<file path="src/common/bpio_pkg.sv">
// Package for the bidirectional parallel I/O ports: map, masks, carriers
package bpio_pkg;
  localparam int BPIO_NUM_PORTS = 4;
  localparam int BPIO_PORT_W = 8;
  localparam int BPIO_ADDR_W = 12;
  // Printed offsets are register indexes; byte address is index times four
  localparam logic [3:0] BPIO_IDX_A_DATA = 4'h0;
  localparam logic [3:0] BPIO_IDX_B_DATA = 4'h1;
  localparam logic [3:0] BPIO_IDX_C_DATA = 4'h2;
  localparam logic [3:0] BPIO_IDX_D_DATA = 4'h3;
  localparam logic [3:0] BPIO_IDX_A_DIR = 4'h4;
  localparam logic [3:0] BPIO_IDX_B_DIR = 4'h5;
  localparam logic [3:0] BPIO_IDX_C_DIR = 4'h6;
  localparam logic [3:0] BPIO_IDX_D_DIR = 4'h7;
  localparam int BPIO_IDX_LSB = 2;
  localparam logic [3:0] BPIO_IDX_LAST = 4'h7;
  // Implemented bits per port: data latch, direction, input-only
  localparam logic [31:0] BPIO_DATA_MASK = 32'ha0ffe0ff;
  localparam logic [31:0] BPIO_DIR_MASK = 32'h20ffe0ff;
  localparam logic [31:0] BPIO_IN_ONLY_MASK = 32'h80000000;
  localparam logic [7:0] BPIO_DIR_RESET = 8'h00;
  localparam logic [31:0] BPIO_RDATA_IDLE = 32'h00000000;

  // Pin drive word: output value and enable, one bit per pin
  typedef struct packed {
    logic [31:0] out;
    logic [31:0] oe;
  } bpio_pin_drive_t;
endpackage

</file>
<file path="src/verilog/bpio_ports.sv">
// Four-port bidirectional parallel I/O block behind an APB slave
`timescale 1ns/10ps
`default_nettype none
module bpio_ports
  import bpio_pkg::*;
(
  input wire logic pclk,
  input wire logic presetn,
  input wire logic psel,
  input wire logic penable,
  input wire logic pwrite,
  input wire logic [BPIO_ADDR_W-1:0] paddr,
  input wire logic [31:0] pwdata,
  input wire logic [3:0] pstrb,
  output logic [31:0] prdata,
  output logic pready,
  output logic pslverr,
  input wire logic [31:0] pin_in,
  output logic [31:0] pin_out,
  output logic [31:0] pin_oe
);

  logic [31:0] data_q;
  logic [31:0] dir_q;
  logic [31:0] sync1_q;
  logic [31:0] sync2_q;
  logic [31:0] prdata_q;
  logic pready_q;
  logic pslverr_q;
  bpio_pin_drive_t drive_q;
  logic [3:0] idx;
  logic addr_ok;
  logic setup;
  logic wr_en;
  logic [31:0] pin_view;

  // Map must fill one word and leave room for the index field
  if (BPIO_NUM_PORTS * BPIO_PORT_W != 32 ||
      BPIO_ADDR_W < BPIO_IDX_LSB + 5) begin : g_bad_map
    $error("port map does not fit the decode logic");
  end

  // Decode of the word index; unmapped words answer with an error
  assign idx = paddr[BPIO_IDX_LSB +: 4];
  assign addr_ok = (paddr[1:0] == 2'b00) &&
                   (paddr[BPIO_ADDR_W-1:BPIO_IDX_LSB+4] == '0) &&
                   (idx <= BPIO_IDX_LAST);
  assign setup = psel && !penable;
  assign wr_en = psel && penable && pwrite && addr_ok && pready_q;

  // Two-flop synchroniser for pin levels
  always_ff @(posedge pclk or negedge presetn) begin
    if (!presetn) begin
      sync1_q <= '0;
      sync2_q <= '0;
    end else begin
      sync1_q <= pin_in;
      sync2_q <= sync1_q;
    end
  end

  // Data latches, no reset: contents survive reset
  always_ff @(posedge pclk) begin
    if (wr_en && idx <= BPIO_IDX_D_DATA && pstrb[0]) begin
      data_q[idx[1:0]*8 +: 8] <= pwdata[7:0] &
        BPIO_DATA_MASK[idx[1:0]*8 +: 8];
    end
  end

  // Direction registers, cleared by reset
  always_ff @(posedge pclk or negedge presetn) begin
    if (!presetn) begin
      dir_q <= {4{BPIO_DIR_RESET}};
    end else if (wr_en && idx >= BPIO_IDX_A_DIR && pstrb[0]) begin
      dir_q[idx[1:0]*8 +: 8] <= pwdata[7:0] &
        BPIO_DIR_MASK[idx[1:0]*8 +: 8];
    end
  end

  // Per bit: output reads latch, input reads pin
  assign pin_view = ((dir_q & data_q) | (~dir_q & sync2_q)) &
                    BPIO_DATA_MASK;

  // APB answer in the access phase; data and error registered
  always_ff @(posedge pclk or negedge presetn) begin
    if (!presetn) begin
      pready_q <= 1'b0;
      pslverr_q <= 1'b0;
      prdata_q <= BPIO_RDATA_IDLE;
    end else begin
      pready_q <= setup;
      if (setup) begin
        pslverr_q <= !addr_ok;
        prdata_q <= BPIO_RDATA_IDLE;
        if (addr_ok && !pwrite) begin
          if (idx <= BPIO_IDX_D_DATA) begin
            prdata_q[7:0] <= pin_view[idx[1:0]*8 +: 8];
          end else begin
            prdata_q[7:0] <= dir_q[idx[1:0]*8 +: 8];
          end
        end
      end else begin
        pslverr_q <= 1'b0;
        prdata_q <= BPIO_RDATA_IDLE;
      end
    end
  end

  // Pin drivers: enable from direction, value from latch
  always_ff @(posedge pclk or negedge presetn) begin
    if (!presetn) begin
      drive_q <= '0;
    end else begin
      drive_q.oe <= dir_q & ~BPIO_IN_ONLY_MASK;
      drive_q.out <= data_q & dir_q & ~BPIO_IN_ONLY_MASK;
    end
  end

  assign prdata = prdata_q;
  assign pready = pready_q;
  assign pslverr = pslverr_q;
  assign pin_out = drive_q.out;
  assign pin_oe = drive_q.oe;

  // Checks
  property p_dir_oe;
    @(posedge pclk) disable iff (!presetn)
      pin_oe == $past(dir_q & ~BPIO_IN_ONLY_MASK);
  endproperty
  a_dir_oe: assert property (p_dir_oe) else $error("oe not from dir");

  property p_reset_dir;
    @(posedge pclk) $rose(presetn) |-> dir_q == '0;
  endproperty
  a_reset_dir: assert property (p_reset_dir)
    else $error("dir not cleared");

  property p_unimpl_zero;
    @(posedge pclk) disable iff (!presetn)
      (dir_q & ~BPIO_DIR_MASK) == '0 && (pin_oe & ~BPIO_DIR_MASK) == '0;
  endproperty
  a_unimpl_zero: assert property (p_unimpl_zero)
    else $error("unimpl bit set");

  property p_in_only;
    @(posedge pclk) disable iff (!presetn) pin_oe[31] == 1'b0;
  endproperty
  a_in_only: assert property (p_in_only)
    else $error("input-only driven");

  property p_write_latch;
    @(posedge pclk) disable iff (!presetn)
      wr_en && idx == BPIO_IDX_A_DATA && pstrb[0] |=>
        data_q[7:0] == $past(pwdata[7:0]);
  endproperty
  a_write_latch: assert property (p_write_latch)
    else $error("latch lost");

  property p_read_out;
    @(posedge pclk) disable iff (!presetn)
      setup && !pwrite && addr_ok && idx == BPIO_IDX_C_DATA &&
      dir_q[23:16] == 8'hff |=> prdata[7:0] == $past(data_q[23:16]);
  endproperty
  a_read_out: assert property (p_read_out) else $error("latch not read");

  property p_read_in;
    @(posedge pclk) disable iff (!presetn)
      setup && !pwrite && addr_ok && idx == BPIO_IDX_A_DATA &&
      dir_q[7:0] == 8'h00 |=> prdata[7:0] == $past(sync2_q[7:0]);
  endproperty
  a_read_in: assert property (p_read_in) else $error("pin not read");

  property p_dir_b;
    @(posedge pclk) disable iff (!presetn)
      wr_en && idx == BPIO_IDX_B_DIR && pstrb[0] |=>
        dir_q[15:8] == ($past(pwdata[7:0]) & 8'he0);
  endproperty
  a_dir_b: assert property (p_dir_b) else $error("dir b wrong");

  property p_ready_one;
    @(posedge pclk) disable iff (!presetn) setup |=> pready ##1 !pready;
  endproperty
  a_ready_one: assert property (p_ready_one) else $error("bad ready");

  // Refused words answer at once with the error flag and zero data
  property p_err_answer;
    @(posedge pclk) disable iff (!presetn)
      setup && !addr_ok |=> pready && pslverr && prdata == '0;
  endproperty
  a_err_answer: assert property (p_err_answer)
    else $error("refused word answered wrongly");

  // Error flag never stands without ready
  property p_err_with_ready;
    @(posedge pclk) disable iff (!presetn) pslverr |-> pready;
  endproperty
  a_err_with_ready: assert property (p_err_with_ready)
    else $error("error flag outside ready");

  // Read data stands only in the answer cycle
  property p_rdata_idle;
    @(posedge pclk) disable iff (!presetn) !pready |-> prdata == '0;
  endproperty
  a_rdata_idle: assert property (p_rdata_idle)
    else $error("read data outside ready");

  // A refused write leaves every direction bit alone
  property p_err_no_write;
    @(posedge pclk) disable iff (!presetn)
      psel && penable && pwrite && !addr_ok |=> $stable(dir_q);
  endproperty
  a_err_no_write: assert property (p_err_no_write)
    else $error("refused write changed a direction");

  // Write with byte strobe off keeps the latch
  property p_strb_ignored;
    @(posedge pclk) disable iff (!presetn)
      wr_en && idx == BPIO_IDX_A_DATA && !pstrb[0] |=>
        $stable(data_q[7:0]);
  endproperty
  a_strb_ignored: assert property (p_strb_ignored)
    else $error("strobe-off write changed latch");

  // First port direction reads back as stored
  property p_read_dir_a;
    @(posedge pclk) disable iff (!presetn)
      setup && !pwrite && addr_ok && idx == BPIO_IDX_A_DIR |=>
        prdata[7:0] == $past(dir_q[7:0]);
  endproperty
  a_read_dir_a: assert property (p_read_dir_a)
    else $error("dir a read wrong");

  // Third port direction reads back as stored
  property p_read_dir_c;
    @(posedge pclk) disable iff (!presetn)
      setup && !pwrite && addr_ok && idx == BPIO_IDX_C_DIR |=>
        prdata[7:0] == $past(dir_q[23:16]);
  endproperty
  a_read_dir_c: assert property (p_read_dir_c)
    else $error("dir c read wrong");

  // Input-only pin of the fourth port always reads the pin
  property p_read_d_in;
    @(posedge pclk) disable iff (!presetn)
      setup && !pwrite && addr_ok && idx == BPIO_IDX_D_DATA |=>
        prdata[7] == $past(sync2_q[31]);
  endproperty
  a_read_d_in: assert property (p_read_d_in)
    else $error("input-only pin not read");

  // Second port low bits read zero in data and direction
  property p_b_low_zero;
    @(posedge pclk) disable iff (!presetn)
      setup && !pwrite && addr_ok &&
      (idx == BPIO_IDX_B_DATA || idx == BPIO_IDX_B_DIR) |=>
        prdata[4:0] == 5'h00;
  endproperty
  a_b_low_zero: assert property (p_b_low_zero)
    else $error("port b low bits not zero");

  // First port pins, when all eight are enabled, carry the latch
  property p_out_latch;
    @(posedge pclk) disable iff (!presetn)
      pin_oe[7:0] == 8'hff |-> pin_out[7:0] == $past(data_q[7:0]);
  endproperty
  a_out_latch: assert property (p_out_latch)
    else $error("pin not driven from latch");

  // First port direction takes the written byte
  property p_write_dir_a;
    @(posedge pclk) disable iff (!presetn)
      wr_en && idx == BPIO_IDX_A_DIR && pstrb[0] |=>
        dir_q[7:0] == $past(pwdata[7:0]);
  endproperty
  a_write_dir_a: assert property (p_write_dir_a)
    else $error("dir a write lost");

  // Fourth port direction keeps only bit five
  property p_write_dir_d;
    @(posedge pclk) disable iff (!presetn)
      wr_en && idx == BPIO_IDX_D_DIR && pstrb[0] |=>
        dir_q[31:24] == ($past(pwdata[7:0]) & 8'h20);
  endproperty
  a_write_dir_d: assert property (p_write_dir_d)
    else $error("dir d write wrong");

  c_write_dir: cover property (@(posedge pclk) wr_en && idx == BPIO_IDX_A_DIR);
  c_read_data: cover property (@(posedge pclk)
    setup && !pwrite && idx == BPIO_IDX_A_DATA);
  c_err: cover property (@(posedge pclk) pslverr);
  c_read_pin: cover property (@(posedge pclk)
    setup && !pwrite && idx == BPIO_IDX_A_DATA && dir_q[7:0] == 8'h00);
  c_strb_off: cover property (@(posedge pclk) wr_en && !pstrb[0]);
endmodule
`default_nettype wire

</file>
<file path="config.mk">
export PLATFORM = sky130hd
export DESIGN_NAME = bpio_ports
export DESIGN_NICKNAME = d
export VERILOG_FILES = /design/src/common/bpio_pkg.sv /design/src/verilog/bpio_ports.sv
export SDC_FILE = /design/constraint.sdc
export NUM_CORES = 1
export LEC_CHECK = 0
export ABC_AREA = 0
export BUFFER_PORTS_ARGS = -buffer_cell sky130_fd_sc_hd__buf_2
export CORE_ASPECT_RATIO = 1.75
export CORE_MARGIN = 4
export CORE_UTILIZATION = 55
export DETAILED_ROUTE_END_ITERATION = 12
export GPL_TIMING_DRIVEN = 1
export PLACE_DENSITY_LB_ADDON = 0.1
export SLEW_MARGIN = 40
export SYNTH_ARGS = -nofsm -noshare
export SYNTH_HDL_FRONTEND = slang
export SYNTH_SLANG_ARGS = --single-unit
</file>
<file path="constraint.sdc">
create_clock -name pclk -period 4.3 [get_ports pclk]
set_input_delay 0.645 -clock pclk [delete_from_list [all_inputs] [get_ports pclk]]
set_output_delay 0.645 -clock pclk [all_outputs]
set_load 0.02 [all_outputs]
</file>
# Word-level counts from Yosys, hierarchy flattened
# Index checks and enable logic that the tools add are counted.
dict set report word_totals {
  inputBits 85
  reg_bits 224
  elab_cells 49
}
dict set report op_classes {
  n_addsub 1
  n_bitwise 6
  n_mux 6
  n_shift 7
  reduce_logical 17
  order_cmp 3
}
# operator n
set op_table {}
lappend op_table {{indexed part select 8 x 34 -> 32 bit} 2}
lappend op_table {{AND 32 bit} 2}
lappend op_table {{bitwise mux 32 bit} 2}
lappend op_table {{indexed part select 32 x 6 -> 8 bit} 2}
lappend op_table {{indexed part select 32 x 6 -> 8 bit (first input constant)} 2}
lappend op_table {{negation 5 -> 34 bit} 1}
lappend op_table {{variable shift 8 x 34 -> 32 bit (first input constant)} 1}
lappend op_table {{inverter 32 bit} 1}
lappend op_table {{bitwise OR 32 bit} 1}
lappend op_table {{two-way mux 8 bit} 3}
lappend op_table {{AND 8 bit} 2}
lappend op_table {{logical AND 1 bit} 12}
lappend op_table {{logical NOT 6 bit} 1}
lappend op_table {{>= comparator 4 x 3 -> 1 bit (second input constant)} 1}
lappend op_table {{<= comparator 4 x 2 -> 1 bit (second input constant)} 1}
lappend op_table {{<= comparator 4 x 3 -> 1 bit (second input constant)} 1}
lappend op_table {{logical NOT 1 bit} 3}
lappend op_table {{logical NOT 2 bit} 1}
lappend op_table {{two-way mux 1 bit} 1}

# Depth between registers and ports, before layout
# Gate-level depths: netlist (run 1).
dict set report logic_depth {
  depth_word 7
  ltp_mapped 8
}

# Worst setup path after synthesis (run 1)
# No wires, ideal clock.
dict set report synth_path {
  kind {input to register}
  startpoint {input port paddr[2]}
  endpoint {register dir_q[4]}
  setup_ps 83
  slack_ps 2084
  stages 8
  arrival_ps 2134
  required_ps 4217
  cell_sequence {buf_2 inv_1 buf_2 ha_1 nor3b_1 and2_1 nand2_1 o21ai_0}
}
dict set report synth_via {
  elab_chain_cells 6
  word_cells_on_any_way 13
}
# element line_no
set synth_lines {}
lappend synth_lines {{start, declared} bpio_ports.sv:12} ;# input wire logic [BPIO_ADDR_W-1:0] paddr,
lappend synth_lines {{parallel branches: the longest is 6 deep, another holds indexed part select 8 x 34 -> 32 bit} --}
lappend synth_lines {{end signal, assigned} bpio_ports.sv:73} ;# dir_q <= {4{BPIO_DIR_RESET}};
lappend synth_lines {{end signal, assigned by index} bpio_ports.sv:75} ;# dir_q[idx[1:0]*8 +: 8] <= pwdata[7:0] &
lappend synth_lines {{end, declared} bpio_ports.sv:24} ;# logic [31:0] dir_q;
# Parallel ways; which one is timed is not known.
# A chain may end at the register's enable or synchronous reset.

# Worst setup path in the final report (run 1)
dict set report layout_path {
  startpoint {input port paddr[3]}
  endpoint {register dir_q[4]}
}
# The elaborated chain is that of the path after synthesis.

==> results of run 1 <==
==> power groups by stage <==
| stage | combinational, mW | sequential (mW) | clock, mW |
|---|---|---|---|
| 2_1_floorplan | 0.0821 | 1.77 | 0 |
| 3_3_place_gp | 0.134 | 1.77 | 0 |
| 3_5_place_dp | 0.137 | 1.77 | 0 |
| 4_1_cts | 0.138 | 1.74 | 1.71 |
| 5_1_grt | 0.153 | 1.74 | 1.79 |
| 6_report | 0.137 | 1.74 | 1.68 |
==> flip-flops by register name, indices dropped and copies added (netlist names) <==
name	flops
pslverr	1
sync2_q	21
sync1_q	21
prdata	8
pin_oe	31
data_q	32
pready	1
pin_out	31
dir_q	32
==> Yosys cell counts (all sizes together) <==
| library cell | count | share of area [%] |
|---|---|---|
| a2111oi | 2 | 0.27 |
| a211o | 5 | 0.68 |
| a211oi | 2 | 0.23 |
| a21oi | 9 | 0.70 |
| a311o | 3 | 0.46 |
| a311oi | 3 | 0.41 |
| and2 | 64 | 6.2 |
| and3 | 5 | 0.48 |
| and4b | 1 | 0.15 |
| and4bb | 1 | 0.19 |
| buf | 38 | 4.3 |
| clkbuf | 2 | 0.12 |
| clkinv | 1 | 0.058 |
| conb | 1 | 0.058 |
| dfrtp | 146 | 56 |
| edfxtp | 32 | 15 |
| ha | 5 | 0.97 |
| inv | 9 | 0.52 |
| mux2 | 17 | 3.8 |
| mux4 | 5 | 1.7 |
| nand2 | 15 | 0.87 |
| nand3 | 2 | 0.15 |
| nand3b | 3 | 0.35 |
| nand4 | 1 | 0.33 |
| nor2 | 3 | 0.17 |
| nor2b | 8 | 0.77 |
| nor3 | 3 | 0.23 |
| nor3b | 3 | 0.35 |
| nor4 | 1 | 0.33 |
| nor4b | 4 | 0.54 |
| o21ai | 14 | 1.1 |
| o311ai | 5 | 0.68 |
| o31a | 3 | 0.41 |
| o31ai | 1 | 0.12 |
| or2 | 5 | 0.48 |
| or3b | 1 | 0.14 |
| or4 | 2 | 0.23 |
| or4b | 1 | 0.15 |
==> cell families after synthesis <==
| group | Yosys count | share of synthesized area [%] |
|---|---|---|
| AOI/OAI and AO/OA | 47 | 5.02 |
| other | 1 | 0.0579 |
| DFF | 178 | 71.3 |
| adders and majority gates | 5 | 0.966 |
| and+or+nand+nor | 123 | 12.1 |
| muxes | 22 | 5.56 |
| buffers and inverters | 50 | 5.02 |
==> area by class of cell <==
class,count,area share (%)
clock inverters,14,2.90
well taps,135,2.17
repair buffers,122,8.07
flip-flops and latches,178,59.4
multi-input cells,233,21.5
inverters,10,0.483
clock buffers,18,5.52
==> routing by layer <==
metal  up-vias  track usage [%]
met3        19             4.79
met4         0             9.28
met1      1872             22.4
met2       129             40.1
li1       1679                -
met5         -                0
==> path summary, 6_finish.rpt <==
path / endpoint / cells past startpoint / from / slack, ns
max: dir_q[4] / 8 / paddr[3] / 1.54
max in group asynchronous: sync2_q[1] / 2 / presetn / 3.05
min reg2reg: sync2_q[0] / 0 / sync1_q[0] / 0.35
min in group pclk: sync1_q[29] / 1 / pin_in[29] / 0.33
min: pin_oe[19] / 1 / presetn / 0.24
max reg2reg: dir_q[18] / 4 / pready / 2.48
==> stage by stage <==
step / worst slack [ns] / utilization [%] / power, mW / cell area, um^2 / std cells
floorplan: 2.08 / - / 1.86 / 6610 / 461
global placement: 1.13 / 61.4 / 1.91 / 7120 / 678
detailed placement: 1.10 / 61.4 / 1.91 / 7120 / 678
CTS: 1.52 / 67.1 / 3.59 / 7770 / 710
global route: 1.30 / 67.1 / 3.68 / 7770 / 710
finish: 1.54 / 67.1 / 3.55 / 7770 / 710
==> impl_metrics.env, run 1 <==
export IMPL_status="finished, final reports clean"
export IMPL_dr_max_layer_used="met4"
export IMPL_fp_dieW_um=90.0
export IMPL_worstPathArrival_ns=3.09
export IMPL_fmax_mhz=362
export IMPL_wl_met2_um=7900
export IMPL_drt_iter0_drc=139
export IMPL_yosys_warnings=0
export IMPL_ir_worst_vdd_v=0.000291
export IMPL_grt_pass1_wl_um=21500
export IMPL_finalHoldViolations=0
export IMPL_diodes=0
export IMPL_worst_path_max_delay_cell="nor3b_1"
export IMPL_seq_area_frac_synth_pct=71.3
export IMPL_wl_met3_um=722
export IMPL_nets=652
export IMPL_gr_total_overflow=0
export IMPL_dieHeight_um=152
export IMPL_power_switching_mw=0.736
export IMPL_vias=3699
export IMPL_rsz0062_at_grt="false"
export IMPL_ctsHtreeMaxLevel=4
export IMPL_finClkSkew_ns=0.00700
export IMPL_crit_type="in -> reg"
export IMPL_p_comb_share_pct=3.8
export IMPL_remaining_drc_errors=0
export IMPL_wl_met1_um=4750
export IMPL_routed_wl_um=13700
export IMPL_slew_headroom_pct=52.1
export IMPL_place_gp_congestion=0.875
export IMPL_portBuffers=118
export IMPL_routed_via_density=5.21
export IMPL_clk_latency_ns=0.42
export IMPL_worst_setup_path_start_kind="primary input"
export IMPL_multi_input_area_um2=1670
export IMPL_drive_gt1_share_pct=31.3
export IMPL_required_ns=4.63
export IMPL_worstMarginPinSlew_ns=0.718
export IMPL_synth_area_per_cell_um2=15.2
export IMPL_cts_hold_buffers=0
export IMPL_clockBufferDepth=2
export IMPL_cts_buffers=17
export IMPL_drt_first_pass_iters=4
export IMPL_fin_hold_ws_ns=0.240
export IMPL_path_delay_family="buffers and inverters"
export IMPL_p_int_mw=2.82
export IMPL_finalMaxSlewViolations=0
export IMPL_critPathBufInv=3
export IMPL_p_seq_share_pct=49.0
export IMPL_wire_per_inst_um=19.3
export IMPL_finalSetupViolations=0
export IMPL_drtAntennaViolNets=0
export IMPL_syn_area_um2=6480
export IMPL_cts_root_buffer="clkbuf_16"
export IMPL_cts_setup_buffers=0
export IMPL_area_growth_synth_to_final_pct=20.0
export IMPL_final_cell_mix="dfrtp_1 (146), buf_2 (117), and2_1 (64)"
export IMPL_initial_core_util_pct=55.9
export IMPL_final_common_cell="dfrtp_1"
export IMPL_critPathMaxFanout=18
export IMPL_rows=52
export IMPL_cp_cell_sequence="buf_2 -> clkinv_1 -> ha_1 -> nor3b_1 -> buf_4 -> and2_1 -> nand2_1 -> o21ai_0"
export IMPL_min_delay_path_class="in -> async"
export IMPL_end_kind="flip-flop"
export IMPL_core_area_um2=11600
export IMPL_place_hpwl_um=9800
export IMPL_grt_pass1_vias=3999
export IMPL_fin_tns_setup_ns=0
export IMPL_grtUsageTotal_pct=21.2
export IMPL_grt_antenna_before_repair=0
export IMPL_power_leakage_nw=3.92
export IMPL_grt_max_degree=80
export IMPL_p_sw_share_pct=20.7
export IMPL_p_per_area_nw_per_um2=457
export IMPL_cts_repair_resized=0
export IMPL_synth_seq_cells=178
export IMPL_yosysUniqueCellTypes=41
export IMPL_maxCapViolCount=0
export IMPL_path_clk_slew_ns=0.06
export IMPL_fin_crit_ns=2.76
export IMPL_cts_tree="done"
export IMPL_post_route_period_util_pct=64.2
export IMPL_pin_count=183
export IMPL_nFillCells=851
export IMPL_register_area_um2=4610
export IMPL_dieArea_um2=13600
export IMPL_clock_power_share_pct=47.1
export IMPL_synth_cells=426
export IMPL_cpPeakStageDelay_ns=0.53
export IMPL_cts_sinks=178
No activity file was read; power rests on OpenSTA's default activity.
==> run 2, diff against run 1 <==
Settings changed: CORE_UTILIZATION 55 to 52.
Clock period 4.3 ns to 2.77 ns, I/O delays scaled along.
==> run 2 against run 1 <==
Compared with the run above: global-route usage shrank 1.2 points; worst hold slack lost 0.15 ns; sequential cell count is the same; critical endpoint is now data_q[29]; largest cell class unchanged; largest power group unchanged; highest routed layer unchanged.
==> impl_metrics.env, run 2 (synthesis results as in run 1) <==
export IMPL_vias=3705
export IMPL_worst_setup_path_start_kind="primary input"
export IMPL_register_area_um2=4610
export IMPL_worst_path_max_delay_cell="nor3_1"
export IMPL_cts_repair_resized=0
export IMPL_worstPathArrival_ns=2.14
export IMPL_finClkSkew_ns=0.00666
export IMPL_dp_slack_ns=0.277
export IMPL_crit_type="in -> reg"
export IMPL_wire_per_inst_um=18.0
export IMPL_grt_pass1_wl_um=21300
export IMPL_grtUsageTotal_pct=20.0
export IMPL_maxCapViolCount=0
export IMPL_required_ns=2.84
export IMPL_worstMarginPinSlew_ns=0.608
export IMPL_worstHoldStart="pin_in[18]"
export IMPL_clockBufferDepth=2
export IMPL_post_route_period_util_pct=74.6
export IMPL_nFillCells=940
export IMPL_initial_core_util_pct=53.4
export IMPL_nets=660
export IMPL_fmax_mhz=484
export IMPL_grt_antenna_before_repair=0
export IMPL_fin_hold_ws_ns=0.0930
export IMPL_finalSetupViolations=0
export IMPL_holdPathStages=1
export IMPL_design_area_um2=7860
export IMPL_placed_cells=715
export IMPL_ir_worst_vdd_v=0.000438
export IMPL_end_kind="flip-flop"
export IMPL_drive_gt1_share_pct=32.1
export IMPL_rrSetupSlack_ns=0.95
export IMPL_place_hpwl_um=9820
export IMPL_slew_headroom_pct=59.1
export IMPL_drt_iter0_drc=178
export IMPL_r2r_end="data_q[29]"
export IMPL_cts_tree="done"
export IMPL_final_common_cell="dfrtp_1"
export IMPL_cts_buffers=17
export IMPL_ctsHtreeMaxLevel=4
export IMPL_diodes=0
export IMPL_status="finished, final reports clean"
export IMPL_finalHoldViolations=0
export IMPL_cpPeakStageDelay_ns=0.55
export IMPL_reg2reg_from="pready"
export IMPL_multi_input_area_um2=1670
export IMPL_fin_util_pct=64.7
export IMPL_drt_first_pass_iters=4
export IMPL_min_delay_path_class="in -> reg"
export IMPL_power_total_mw=5.42
export IMPL_grt_pass1_vias=3956
export IMPL_min_to="sync1_q[18]"
export IMPL_grt_max_degree=53
export IMPL_p_per_area_nw_per_um2=691
export IMPL_pin_count=183
export IMPL_core_area_um2=12100
export IMPL_area_growth_synth_to_final_pct=21.3
export IMPL_power_leakage_nw=3.94
export IMPL_rsz0062_at_grt="false"
export IMPL_routed_via_density=4.95
export IMPL_dieHeight_um=156
export IMPL_cts_sinks=178
export IMPL_fin_tns_setup_ns=0
export IMPL_fin_crit_ns=2.07
export IMPL_gr_total_overflow=0
export IMPL_final_cell_mix="dfrtp_1 (146), buf_2 (117), and2_1 (64)"
export IMPL_clk_latency_ns=0.42
export IMPL_crit_cells=5
export IMPL_routed_wl_um=13500
export IMPL_critPathMaxFanout=8
export IMPL_critPathBufInv=1
export IMPL_finalMaxSlewViolations=0
export IMPL_path_clk_slew_ns=0.07
export IMPL_rows=53
export IMPL_fp_dieW_um=92.4
export IMPL_final_cells=748
export IMPL_post_dp_cell_area_um2=7220
export IMPL_portBuffers=118
export IMPL_place_gp_congestion=0.879
export IMPL_r2r_cells=3
export IMPL_drtAntennaViolNets=0
export IMPL_cp_cell_sequence="buf_2 -> nor4_4 -> nand3_1 -> nor3_1 -> and3_1"
export IMPL_remaining_drc_errors=0
export IMPL_fin_ws_ns=0.704
export IMPL_dieArea_um2=14400
export IMPL_path_delay_family="simple AND/OR/NAND/NOR gates"
export IMPL_cts_root_buffer="clkbuf_16"
==> run 2: cell types whose count changed in the layout (fill, tap and decap cells not counted), sizes merged <==
cell,delta
clkinvlp,+2
inv,+2
buf,+7
bufinv,-2
dlygate4sd3,+1
clkinv,-2
==> run 2: worst max path at each step <==
stage | startpoint | endpoint
2_1_floorplan | paddr[2] | dir_q[4]
3_3_place_gp | paddr[6] | data_q[0]
3_5_place_dp | paddr[6] | data_q[27]
4_1_cts | paddr[6] | data_q[29]
5_1_grt | paddr[6] | data_q[29]
6_report | paddr[6] | data_q[29]
==> run 2: layout make-up <==
cell class / instances / area share (%)
flip-flops and latches: 178 / 58.7
multi-input cells: 233 / 21.2
clock buffers: 18 / 5.59
inverters: 10 / 0.478
well taps: 165 / 2.63
repair buffers: 130 / 8.94
clock inverters: 14 / 2.39
==> run 2: timing repair <==
action                                 in CTS  in global routing
buffers inserted                            0                  0
hold buffers                                1                  0
endpoints found under the hold margin      46                  0
==> run 2: power breakdown <==
part           switching, mW  total (mW)  internal [mW]  leakage (nW)
Clock                   1.03        2.50           1.47         0.298
Combinational          0.154       0.223         0.0694          1.37
Sequential            0.0101        2.70           2.69          2.27
Total                   1.19        5.42           4.23          3.94
==> run 2: per-layer routing <==
metal	track usage [%]	vias to the layer above	wire, um
met2	36.6	137	7550
met3	4.54	34	681
met1	21.5	1835	4800
met4	9.21	0	436
met5	0	-	0
li1	-	1699	-
==> run 2: worst reg2reg max path, stage by stage, from the launching register on <==
cell and delay, ns:
dfrtp_1 0.37, nand2_1 0.06, nor3_1 0.51, and3_1 0.53
==> run 3, diff against run 2 <==
Clock period 2.77 ns to 2.02 ns, I/O delays scaled along.
==> run 3 against run 2 <==
Compared with the run above: setup slack worse by 0.45 ns; count of clock-buffer cells in the layout unchanged; total power rose by 32%; cell count grew 4.5%; sequential cell count did not move; non-clock buffer count increased by 34; cell area increased by 3.7%; worst hold slack worse by 0.0074 ns; clock skew down 0.00075 ns; critical path depth decreased by 1; first-iteration DRC count is 2.8% lower; routed wire length is 2.3% lower; critical endpoint is now dir_q[17]; largest cell class unchanged.
==> impl_metrics.env, run 3 (synthesis results as in run 1) <==
export IMPL_end_kind="flip-flop"
export IMPL_grt_pass1_wl_um=20900
export IMPL_critPathMaxFanout=10
export IMPL_drtAntennaViolNets=0
export IMPL_cts_hold_buffers=22
export IMPL_fin_util_pct=67.2
export IMPL_area_growth_synth_to_final_pct=25.8
export IMPL_post_dp_cell_area_um2=7350
export IMPL_worstMarginPinSlew_ns=0.516
export IMPL_routed_via_density=4.78
export IMPL_r2r_end="dir_q[17]"
export IMPL_holdPathStages=2
export IMPL_cts_sinks=178
export IMPL_drt_iter0_drc=173
export IMPL_vias=3741
export IMPL_wl_met2_um=7540
export IMPL_wire_per_inst_um=16.8
export IMPL_dieArea_um2=14400
export IMPL_cts_tree="done"
export IMPL_r2r_cells=4
export IMPL_finClkSkew_ns=0.00591
export IMPL_fin_crit_ns=1.76
export IMPL_fp_dieW_um=92.4
export IMPL_wl_met3_um=551
export IMPL_final_common_cell="dfrtp_1"
export IMPL_slew_headroom_pct=65.6
export IMPL_p_per_area_nw_per_um2=881
export IMPL_worstHoldStart="penable"
export IMPL_path_clk_slew_ns=0.07
export IMPL_rows=53
export IMPL_crit_cells=4
export IMPL_path_delay_family="simple AND/OR/NAND/NOR gates"
export IMPL_dr_max_layer_used="met4"
export IMPL_clockBufferDepth=2
export IMPL_initial_core_util_pct=53.4
export IMPL_power_total_mw=7.18
export IMPL_grt_max_degree=66
export IMPL_required_ns=2.32
export IMPL_finalSetupViolations=0
export IMPL_status="finished, final reports clean"
export IMPL_diodes=0
export IMPL_nets=694
export IMPL_worst_path_max_delay_cell="or2_1"
export IMPL_place_gp_congestion=0.886
export IMPL_nFillCells=919
export IMPL_finalHoldViolations=0
export IMPL_ctsHtreeMaxLevel=4
export IMPL_design_area_um2=8150
export IMPL_maxCapViolCount=0
export IMPL_place_hpwl_um=9800
export IMPL_remaining_drc_errors=0
export IMPL_min_delay_path_class="in -> reg"
export IMPL_core_area_um2=12100
export IMPL_ir_worst_vdd_v=0.000535
export IMPL_routed_wl_um=13200
export IMPL_cpPeakStageDelay_ns=0.47
export IMPL_min_to="pready"
export IMPL_cts_root_buffer="clkbuf_16"
export IMPL_wl_met1_um=4660
export IMPL_cts_setup_buffers=0
export IMPL_drt_first_pass_iters=4
export IMPL_post_route_period_util_pct=87.3
export IMPL_portBuffers=118
export IMPL_reg2reg_from="pready"
export IMPL_fmax_mhz=567
export IMPL_grtUsageTotal_pct=19.6
export IMPL_grt_antenna_before_repair=0
export IMPL_worst_setup_path_start_kind="flip-flop"
export IMPL_worstPathArrival_ns=2.06
export IMPL_cts_repair_resized=0
export IMPL_finalMaxSlewViolations=0
export IMPL_final_cell_mix="dfrtp_1 (146), buf_2 (117), and2_1 (64)"
export IMPL_pin_count=183
export IMPL_crit_type="reg -> reg"
export IMPL_rsz0062_at_grt="false"
export IMPL_dieHeight_um=156
export IMPL_power_leakage_nw=4.08
export IMPL_clk_latency_ns=0.41
export IMPL_grt_pass1_vias=3905
export IMPL_gr_total_overflow=0
export IMPL_rrSetupSlack_ns=0.26
export IMPL_cts_buffers=17
export IMPL_fin_tns_setup_ns=0
export IMPL_cp_cell_sequence="and4b_1 -> nand4_4 -> or2_1 -> mux2_4"
export IMPL_critPathBufInv=0
export IMPL_drive_gt1_share_pct=32.3
-- run 3: changes by cell type in the layout (fill, tap and decap cells not counted), sizes merged --
cell	delta
clkinv	+3
buf	+13
bufinv	-2
dlygate4sd3	+21
inv	-1
-- run 3: worst max-delay path by stage --
stage | slack [ns] | from | to
2_1_floorplan | 0.15 | paddr[2] | dir_q[4]
3_3_place_gp | 0.07 | paddr[6] | dir_q[21]
3_5_place_dp | 0.05 | paddr[6] | data_q[28]
6_report | 0.26 | pready | dir_q[17]
5_1_grt | 0.18 | pready | dir_q[16]
4_1_cts | 0.24 | pready | dir_q[17]
-- run 3: final cells by class --
class / instances / area, um^2 / area share, %
multi-input combinational: 233 / 1670 / 20.5
clock inverter: 14 / 146 / 1.80
clock buffer: 18 / 429 / 5.27
timing repair buffer: 164 / 1050 / 12.9
sequential: 178 / 4610 / 56.6
inverter: 10 / 37.5 / 0.461
tap: 165 / 206 / 2.53
-- run 3: metal layers --
| layer | up-vias | track usage, % |
|---|---|---|
| met5 | - | 0 |
| met4 | 0 | 8.79 |
| met3 | 27 | 4.39 |
| met2 | 118 | 36.9 |
| met1 | 1825 | 20.5 |
| li1 | 1771 | - |
-- run 3: power breakdown --
part,internal [mW],switching (mW),total (mW)
clock,1.74,1.39,3.12
sequential,3.69,0.0136,3.71
combinational,0.130,0.214,0.345
total,5.56,1.62,7.18
-- run 3: through the flow --
step	hold slack (ns)	std cells	worst slack, ns
after floorplan	0.00741	461	0.146
after global placement	0.232	728	0.0705
after detailed placement	0.238	728	0.0475
after CTS	0.0670	782	0.241
after global routing	0.0776	782	0.177
final	0.0856	782	0.257
-- run 3: worst register-to-register path: cells and delay by family (launching register included) --
kind / cells / cell delay [ns]
flops: 1 / 0.37
mux: 1 / 0.38
simple gates: 3 / 0.90
